## src/hw/prsl_regs.svh

```systemverilog
// Constants for the power-up reset and security lock block.
`ifndef PRSL_REGS_SVH
`define PRSL_REGS_SVH
`define PRSL_CLK_HZ          40000000
`define PRSL_RESET_DELAY_NS  1000
// Reset hold count: 1000 ns at 25 ns per cycle, rounded down for a longest time.
`define PRSL_RESET_CYCLES    ((`PRSL_RESET_DELAY_NS * (`PRSL_CLK_HZ / 1000000)) / 1000)
`define PRSL_NUM_CELLS       10
`define PRSL_CFG_BITS        16
`define PRSL_SIG_BITS        32
`define PRSL_SIG_RESET       32'h0000_0000
// Scan instruction codes, 4 bits wide.
`define PRSL_IR_BYPASS       4'hF
`define PRSL_IR_USERCODE     4'h8
`define PRSL_IR_READ         4'h1
`define PRSL_IR_PROG         4'h2
`define PRSL_IR_VERIFY       4'h3
`define PRSL_IR_ERASE        4'h4
`define PRSL_IR_LOCK         4'h5
`define PRSL_IR_SIGWR        4'h6
`endif

```

## src/hw/prsl_pkg.sv

```systemverilog
// Types for the power-up reset and security lock block.
package prsl_pkg;
	typedef enum logic [3:0] {
		TAP_RESET  = 4'h0, TAP_IDLE   = 4'h1, TAP_SEL_DR = 4'h2, TAP_CAP_DR = 4'h3,
		TAP_SH_DR  = 4'h4, TAP_EX1_DR = 4'h5, TAP_PA_DR  = 4'h6, TAP_EX2_DR = 4'h7,
		TAP_UP_DR  = 4'h8, TAP_SEL_IR = 4'h9, TAP_CAP_IR = 4'hA, TAP_SH_IR  = 4'hB,
		TAP_EX1_IR = 4'hC, TAP_PA_IR  = 4'hD, TAP_EX2_IR = 4'hE, TAP_UP_IR  = 4'hF
	} prsl_tap_t;
	typedef struct packed {
		logic tck;
		logic tms;
		logic tdi;
	} prsl_scan_in_t;
endpackage : prsl_pkg

```

## src/hw/prsl_sync.sv

```systemverilog
// Three-stage input synchroniser with agreement filter.
module prsl_sync (
	input  wire logic core_clk, // System clock.
	input  wire logic reset,    // Synchronous reset.
	input  wire logic din,      // Asynchronous input.
	output logic      dout      // Filtered level.
);
	logic s1;
	logic s2;
	logic s3;

	// Shift chain; the first stage feeds only the second.
	always_ff @(posedge core_clk) begin
		s1 <= din;
		s2 <= s1;
		s3 <= s2;
	end

	// A change counts once the second and third stages agree.
	always_ff @(posedge core_clk) begin
		if (reset) begin
			dout <= 1'b0;
		end else if (s2 == s3) begin
			dout <= s3;
		end
	end
endmodule : prsl_sync

```

## src/hw/prsl_top.sv

```systemverilog
// Power-up reset, registered outputs, scan port and security lock.
`include "prsl_regs.svh"
module prsl_top
	import prsl_pkg::*;
(
	input  wire logic                           core_clk,  // System clock, 40 MHz.
	input  wire logic                           reset,     // Synchronous reset.
	input  wire logic                           power_good, // Supply good, asynchronous.
	input  wire logic [`PRSL_NUM_CELLS-1:0]     cell_d,    // Macrocell D inputs.
	input  wire logic [`PRSL_NUM_CELLS-1:0]     cell_oe,   // Macrocell output enables.
	input  wire prsl_scan_in_t                  scan_in,   // Scan clock, mode, data.
	output logic [`PRSL_NUM_CELLS-1:0]          pin_out,   // Output pin levels.
	output logic [`PRSL_NUM_CELLS-1:0]          pin_oe,    // Output pin enables.
	output logic                                tdo,       // Scan data out.
	output logic                                tdo_oe,    // Scan data out enable.
	output logic                                por_active, // Internal reset active.
	output logic                                locked     // Security lock state.
);
	localparam int RST_CYC = (`PRSL_RESET_CYCLES < 1) ? 1 : `PRSL_RESET_CYCLES;
	localparam int DRW     = `PRSL_SIG_BITS;

	// ------------------------------------------------------------
	// Input synchronisers
	// ------------------------------------------------------------
	logic pg_s;
	logic tck_s;
	logic tms_s;
	logic tdi_s;
	prsl_sync u_pg  (.core_clk(core_clk), .reset(1'b0),  .din(power_good),  .dout(pg_s));
	prsl_sync u_tck (.core_clk(core_clk), .reset(reset), .din(scan_in.tck), .dout(tck_s));
	prsl_sync u_tms (.core_clk(core_clk), .reset(reset), .din(scan_in.tms), .dout(tms_s));
	prsl_sync u_tdi (.core_clk(core_clk), .reset(reset), .din(scan_in.tdi), .dout(tdi_s));

	// ------------------------------------------------------------
	// Power-up reset
	// ------------------------------------------------------------
	logic [5:0] por_cnt;
	logic       por;

	// Hold reset for a fixed count after power-good rises.
	always_ff @(posedge core_clk) begin
		if (reset || !pg_s) begin
			por_cnt <= 6'h00;
			por     <= 1'b1;
		end else if (por_cnt < 6'(RST_CYC - 1)) begin
			por_cnt <= por_cnt + 6'h01;
			por     <= 1'b1;
		end else begin
			por     <= 1'b0;
		end
	end

	always_ff @(posedge core_clk) begin
		por_active <= por;
	end

	// ------------------------------------------------------------
	// Macrocell registers and output polarity
	// ------------------------------------------------------------
	logic [`PRSL_NUM_CELLS-1:0] cell_q;
	logic [`PRSL_CFG_BITS-1:0]  cfg;

	// Register reset ignores polarity entirely.
	always_ff @(posedge core_clk) begin
		if (por) begin
			cell_q <= '0;
		end else begin
			cell_q <= cell_d;
		end
	end

	// Polarity is applied after the register, from the low config bits.
	always_ff @(posedge core_clk) begin
		if (reset) begin
			pin_out <= '0;
			pin_oe  <= '0;
		end else begin
			pin_out <= cell_q ^ cfg[`PRSL_NUM_CELLS-1:0];
			pin_oe  <= cell_oe & ~{`PRSL_NUM_CELLS{por}};
		end
	end

	// ------------------------------------------------------------
	// Scan port state machine
	// ------------------------------------------------------------
	prsl_tap_t  tap;
	prsl_tap_t  next_tap;
	logic       tck_d;
	logic       rise;
	logic       fall;
	assign rise = tck_s & ~tck_d;
	assign fall = ~tck_s & tck_d;

	always_ff @(posedge core_clk) begin
		tck_d <= reset ? 1'b0 : tck_s;
	end

	// Standard sixteen-state controller.
	always_comb begin
		next_tap = tap;
		unique case (tap)
			TAP_RESET:  next_tap = tms_s ? TAP_RESET  : TAP_IDLE;
			TAP_IDLE:   next_tap = tms_s ? TAP_SEL_DR : TAP_IDLE;
			TAP_SEL_DR: next_tap = tms_s ? TAP_SEL_IR : TAP_CAP_DR;
			TAP_CAP_DR: next_tap = tms_s ? TAP_EX1_DR : TAP_SH_DR;
			TAP_SH_DR:  next_tap = tms_s ? TAP_EX1_DR : TAP_SH_DR;
			TAP_EX1_DR: next_tap = tms_s ? TAP_UP_DR  : TAP_PA_DR;
			TAP_PA_DR:  next_tap = tms_s ? TAP_EX2_DR : TAP_PA_DR;
			TAP_EX2_DR: next_tap = tms_s ? TAP_UP_DR  : TAP_SH_DR;
			TAP_UP_DR:  next_tap = tms_s ? TAP_SEL_DR : TAP_IDLE;
			TAP_SEL_IR: next_tap = tms_s ? TAP_RESET  : TAP_CAP_IR;
			TAP_CAP_IR: next_tap = tms_s ? TAP_EX1_IR : TAP_SH_IR;
			TAP_SH_IR:  next_tap = tms_s ? TAP_EX1_IR : TAP_SH_IR;
			TAP_EX1_IR: next_tap = tms_s ? TAP_UP_IR  : TAP_PA_IR;
			TAP_PA_IR:  next_tap = tms_s ? TAP_EX2_IR : TAP_PA_IR;
			TAP_EX2_IR: next_tap = tms_s ? TAP_UP_IR  : TAP_SH_IR;
			TAP_UP_IR:  next_tap = tms_s ? TAP_SEL_DR : TAP_IDLE;
		endcase
	end

	always_ff @(posedge core_clk) begin
		if (reset) begin
			tap <= TAP_RESET;
		end else if (rise) begin
			tap <= next_tap;
		end
	end

	// ------------------------------------------------------------
	// Instruction and data shift registers
	// ------------------------------------------------------------
	logic [3:0]     ir_sh;
	logic [3:0]     ir;
	logic [DRW-1:0] dr;
	logic [DRW-1:0] sig;

	// Instruction path; test-logic reset selects bypass.
	always_ff @(posedge core_clk) begin
		if (reset || tap == TAP_RESET) begin
			ir_sh <= 4'h1;
			ir    <= `PRSL_IR_BYPASS;
		end else if (rise) begin
			if (tap == TAP_CAP_IR) ir_sh <= 4'h1;
			if (tap == TAP_SH_IR)  ir_sh <= {tdi_s, ir_sh[3:1]};
			if (tap == TAP_UP_IR)  ir    <= ir_sh;
		end
	end

	// Data path capture; configuration readback yields zero while locked.
	always_ff @(posedge core_clk) begin
		if (reset) begin
			dr <= '0;
		end else if (rise && tap == TAP_CAP_DR) begin
			unique case (ir)
				`PRSL_IR_USERCODE: dr <= sig;
				`PRSL_IR_READ:     dr <= locked ? '0 : {16'h0000, cfg};
				`PRSL_IR_VERIFY:   dr <= locked ? '0 : {16'h0000, cfg};
				default:           dr <= '0;
			endcase
		end else if (rise && tap == TAP_SH_DR) begin
			dr <= (ir == `PRSL_IR_BYPASS) ? {{(DRW-1){1'b0}}, tdi_s}
			                              : {tdi_s, dr[DRW-1:1]};
		end
	end

	// ------------------------------------------------------------
	// Configuration, signature and lock update
	// ------------------------------------------------------------
	logic upd;
	assign upd = rise && tap == TAP_UP_DR;

	always_ff @(posedge core_clk) begin
		if (reset) begin
			cfg    <= '0;
			sig    <= `PRSL_SIG_RESET;
			locked <= 1'b0;
		end else if (upd) begin
			unique case (ir)
				`PRSL_IR_ERASE: begin
					cfg    <= '0;
					sig    <= `PRSL_SIG_RESET;
					locked <= 1'b0;
				end
				`PRSL_IR_PROG:  if (!locked) cfg <= dr[`PRSL_CFG_BITS-1:0];
				`PRSL_IR_SIGWR: if (!locked) sig <= dr;
				`PRSL_IR_LOCK:  locked <= 1'b1;
				default: ;
			endcase
		end
	end

	// Output data changes on the falling scan clock.
	always_ff @(posedge core_clk) begin
		if (reset) begin
			tdo    <= 1'b0;
			tdo_oe <= 1'b0;
		end else if (fall) begin
			tdo    <= (tap == TAP_SH_IR) ? ir_sh[0] : dr[0];
			tdo_oe <= (tap == TAP_SH_IR) || (tap == TAP_SH_DR);
		end
	end

	// ------------------------------------------------------------
	// Checks
	// ------------------------------------------------------------
	logic [6:0] pg_age;
	logic [2:0] tms_ones;

	// Counts cycles since power-good was seen high, so the reset length is checked.
	always_ff @(posedge core_clk) begin
		if (reset || !pg_s) begin
			pg_age <= 7'h00;
		end else if (pg_age != 7'h7F) begin
			pg_age <= pg_age + 7'h01;
		end
	end

	// Counts consecutive scan clock rises with the mode input high.
	always_ff @(posedge core_clk) begin
		if (reset) begin
			tms_ones <= 3'h0;
		end else if (rise) begin
			tms_ones <= !tms_s ? 3'h0 : (tms_ones == 3'h7) ? 3'h7 : tms_ones + 3'h1;
		end
	end
endmodule : prsl_top

```

## config.mk

```make
export PLATFORM = sky130hd
export DESIGN_NAME = prsl_top
export DESIGN_NICKNAME = d
export VERILOG_FILES = /design/src/hw/prsl_pkg.sv /design/src/hw/prsl_sync.sv /design/src/hw/prsl_top.sv
export VERILOG_INCLUDE_DIRS = /design/src /design/src/hw
export SDC_FILE = /design/constraint.sdc
export NUM_CORES = 1
export LEC_CHECK = 0
export ABC_AREA = 0
export BUFFER_PORTS_ARGS = -buffer_cell sky130_fd_sc_hd__buf_2
export CAP_MARGIN = 20
export CORE_ASPECT_RATIO = 0.6
export CORE_MARGIN = 2
export CORE_UTILIZATION = 25
export DETAILED_ROUTE_END_ITERATION = 7
export SLEW_MARGIN = 30
export SYNTH_ARGS = -nofsm -noshare
export SYNTH_HDL_FRONTEND = slang
export SYNTH_HIERARCHICAL = 1
export SYNTH_SLANG_ARGS = --single-unit
```

## constraint.sdc

```tcl
create_clock -name core_clk -period 4.3 [get_ports core_clk]
set_input_delay 0.215 -clock core_clk [delete_from_list [all_inputs] [get_ports core_clk]]
set_output_delay 0.215 -clock core_clk [all_outputs]
set_load 0.005 [all_outputs]
```

==> reports/metrics.cfg <==
[logic_synthesis]
mappedNetlistArea_sq_um=6100
synth-adder-area-share=0.00205
synth_edf_count=0
yosysSeqAreaShare=0.493
synth_top_family_by_area=simple AND/OR/NAND/NOR gates
syn_inst=696
synthFlopType=dfxtp_1
synth_compound_area_frac=0.198
yosysTopAreaCellShare=0.493
ys.warnings.count=6
synth.distinct_cells=55
synth-async-reset-ratio=0
avgSynthCellArea_sq_um=8.76
synth.area.mux_share=0.00493
synth.ff_latch_count=150
yosys.area.top_type=dfxtp_1
synth_xor_area_frac=0.0215
syn_nets=723
synthSimpleGateAreaFrac=0.216
synth.area.top_cells=dfxtp_1, a21oi_1, nand2_1

[critical_path]
reg2regPathDepth=4
start_kind=flop
regToRegStartpoint=tap[1]$_SDFFE_PP0P_
reg2reg_to=dr[0]$_SDFFE_PP0P_
cp_max_fo=33
crit_path_start=tap[1]$_SDFFE_PP0P_
crit_type=reg2reg
endpoint=dr[0]$_SDFFE_PP0P_
cp.arrival_ps=3160
reg2reg_slack_ps=1420
worstSetupEndpointType=flop
crit_required_ps=4580

[clocking]
cts_sinks=150
htree_levels=4
post_cts_resized=0
cts_tree=done
cts_buffers=17
clk_pin_slew_ps=60
clock_path_buffers=2
clock-root-buffer=clkbuf_16
insertion_delay_ps=410

[route]
wl_per_cell_microns=14.3
dr_wl_met3_microns=1110
wl_microns=15200
first_iter_violations=414
ant_nets=0
met1_length_microns=7600
met2WireLength_microns=6300
highest_layer=met4
dr.pass1.iters=5
via_per_inst=4.87
num_vias=5170
drc=0

[place]
port_buffers=49
dp_slack_ps=1500
place_congestion=0.751
hpwl_microns=8820

[cells_and_area]
layout-drive-gt1-share=0.135
synthToLayoutAreaGrowth_pct=19.8
antenna_cells=0
finalNetCount=756
nFillCells=2500
final_cell_mix=dfxtp_1, a21oi_1, nand2_1, buf_2, nor2_1
final_common_cell=dfxtp_1

[global_route]
grt_pass1_wl_microns=25300
grt_use_total=0.122
grt_pass1_vias=4816
antenna_found_initial=0
overflow=0
grt_max_degree=56

[sta]
fin_ws_ps=1420
maxSlewViolCount=0
finalSetupViolations=0
finalCritPeriodShare=0.670
rsz0062_at_grt=no
fin_skew_ps=6.88
fin_crit_ps=2880
max_slew.worst_pin.slew_ps=865
maxClockFrequency_mhz=347
relSlewSlack=0.422
fin_tns_setup_ps=0
final_hold_viol_count=0

[min_path]
hold_path_class=in2reg

[floorplanning]
fp.dieArea_sq_um=25700
rows=44
die_w_microns=206
start_util=0.253
core_area_sq_um=24100
top_level_ports=50
fp.dieH_microns=125

[power_and_ir_drop]
vdd_drop_max_uv=231
p_leak_nw=2.58
power_density_nw_per_um2=417

[status]
status=finished clean

[flow_run]
maxCapViolations=0

==> through the flow <==
step / std cells / utilization / power, mW / cell area (sq um) / hold WS (ps)
2_1_floorplan: 696 / - / 1.49 / 6100 / 243
3_3_place_gp: 1014 / 0.271 / 1.52 / 6510 / 311
3_5_place_dp: 1014 / 0.271 / 1.52 / 6520 / 312
4_1_cts: 1062 / 0.304 / 3.09 / 7300 / 1.08
5_1_grt: 1062 / 0.304 / 3.17 / 7300 / 1.61
6_report: 1062 / 0.304 / 3.05 / 7300 / 11.5
==> timing repair <==
item | 4_1_cts | 5_1_grt
endpoints found under the hold margin | 18 | 0
buffers inserted | 0 | 0
hold buffers | 18 | 0
==> final cells by class <==
type / count / area (sq um) / area share
flip-flops and latches: 150 / 3000 / 0.411
inverters: 21 / 78.8 / 0.0108
clock buffers: 18 / 429 / 0.0588
repair buffers: 77 / 503 / 0.0689
clock inverters: 12 / 178 / 0.0243
multi-input cells: 462 / 2710 / 0.371
well taps: 322 / 403 / 0.0552
==> power breakdown <==
part / switching [mW] / leakage [nW] / internal, mW
clock network: 0.581 / 0.296 / 0.967
registers: 0.0158 / 1.21 / 1.40
logic: 0.0467 / 1.07 / 0.0366
==> registers in the layout (all words and copies together), names as in the netlist, 4 cells and up <==
name and count:
cell_q 10, cfg 16, dr 32, ir 4, ir_sh 4, pin_oe 10
pin_out 10, por_cnt 6, sig 32, tap 4
==> per-layer routing <==
layer,vias to the layer above,global-route usage
met5,-,0
met4,0,0.0317
met3,15,0.0365
met2,180,0.165
met1,2430,0.184
li1,2545,-
==> synthesized netlist by cell type (2+ instances only) <==
cell,number
nor4b_2,2
inv_1,21
nand4_1,20
a22oi_1,2
and3_1,2
nor2_1,47
xnor2_1,14
nand3b_1,4
a21oi_1,73
a311oi_1,18
a221oi_1,2
nand4b_1,2
o21ai_1,4
buf_4,2
or2_2,2
mux2i_1,3
buf_6,6
nor4_1,16
o21ai_0,24
buf_1,2
nand3_1,41
buf_2,18
nor2b_1,15
a21o_1,17
dfxtp_1,150
clkbuf_1,34
nand2_1,61
nand2b_1,2
and2_1,11
a22o_1,15
nor3_1,20
a211oi_1,4
o211ai_1,18
a31oi_1,3
==> kinds of logic after synthesis <==
| logic type | Yosys count |
|---|---|
| AOI/OAI and AO/OA | 187 |
| xor gates and xnor gates | 15 |
| adders and majority gates | 1 |
| buffers and inverters | 84 |
| DFF | 150 |
| muxes | 3 |
| other | 1 |
| and+or+nand+nor | 255 |
==> worst max-delay path, stage by stage, from the launching register on <==
cell,delay (ps)
dfxtp_1,680
nand3b_1,730
or2_2,850
a221oi_1,400
o41ai_2,90
==> worst min-delay path by stage <==
stage / start / endpoint / cells after the start / slack [ps]
2_1_floorplan: power_good / u_pg/s1$_DFF_P_ / 0 / 240
3_3_place_gp: u_tms/s1$_DFF_P_ / u_tms/s2$_DFF_P_ / 0 / 310
3_5_place_dp: u_pg/s1$_DFF_P_ / u_pg/s2$_DFF_P_ / 0 / 310
4_1_cts: cell_d[2] / cell_q[2]$_SDFF_PP0_ / 2 / 1
5_1_grt: cell_d[2] / cell_q[2]$_SDFF_PP0_ / 2 / 2
6_report: cell_d[8] / cell_q[8]$_SDFF_PP0_ / 2 / 10
Power figures use the tool's default switching activity.
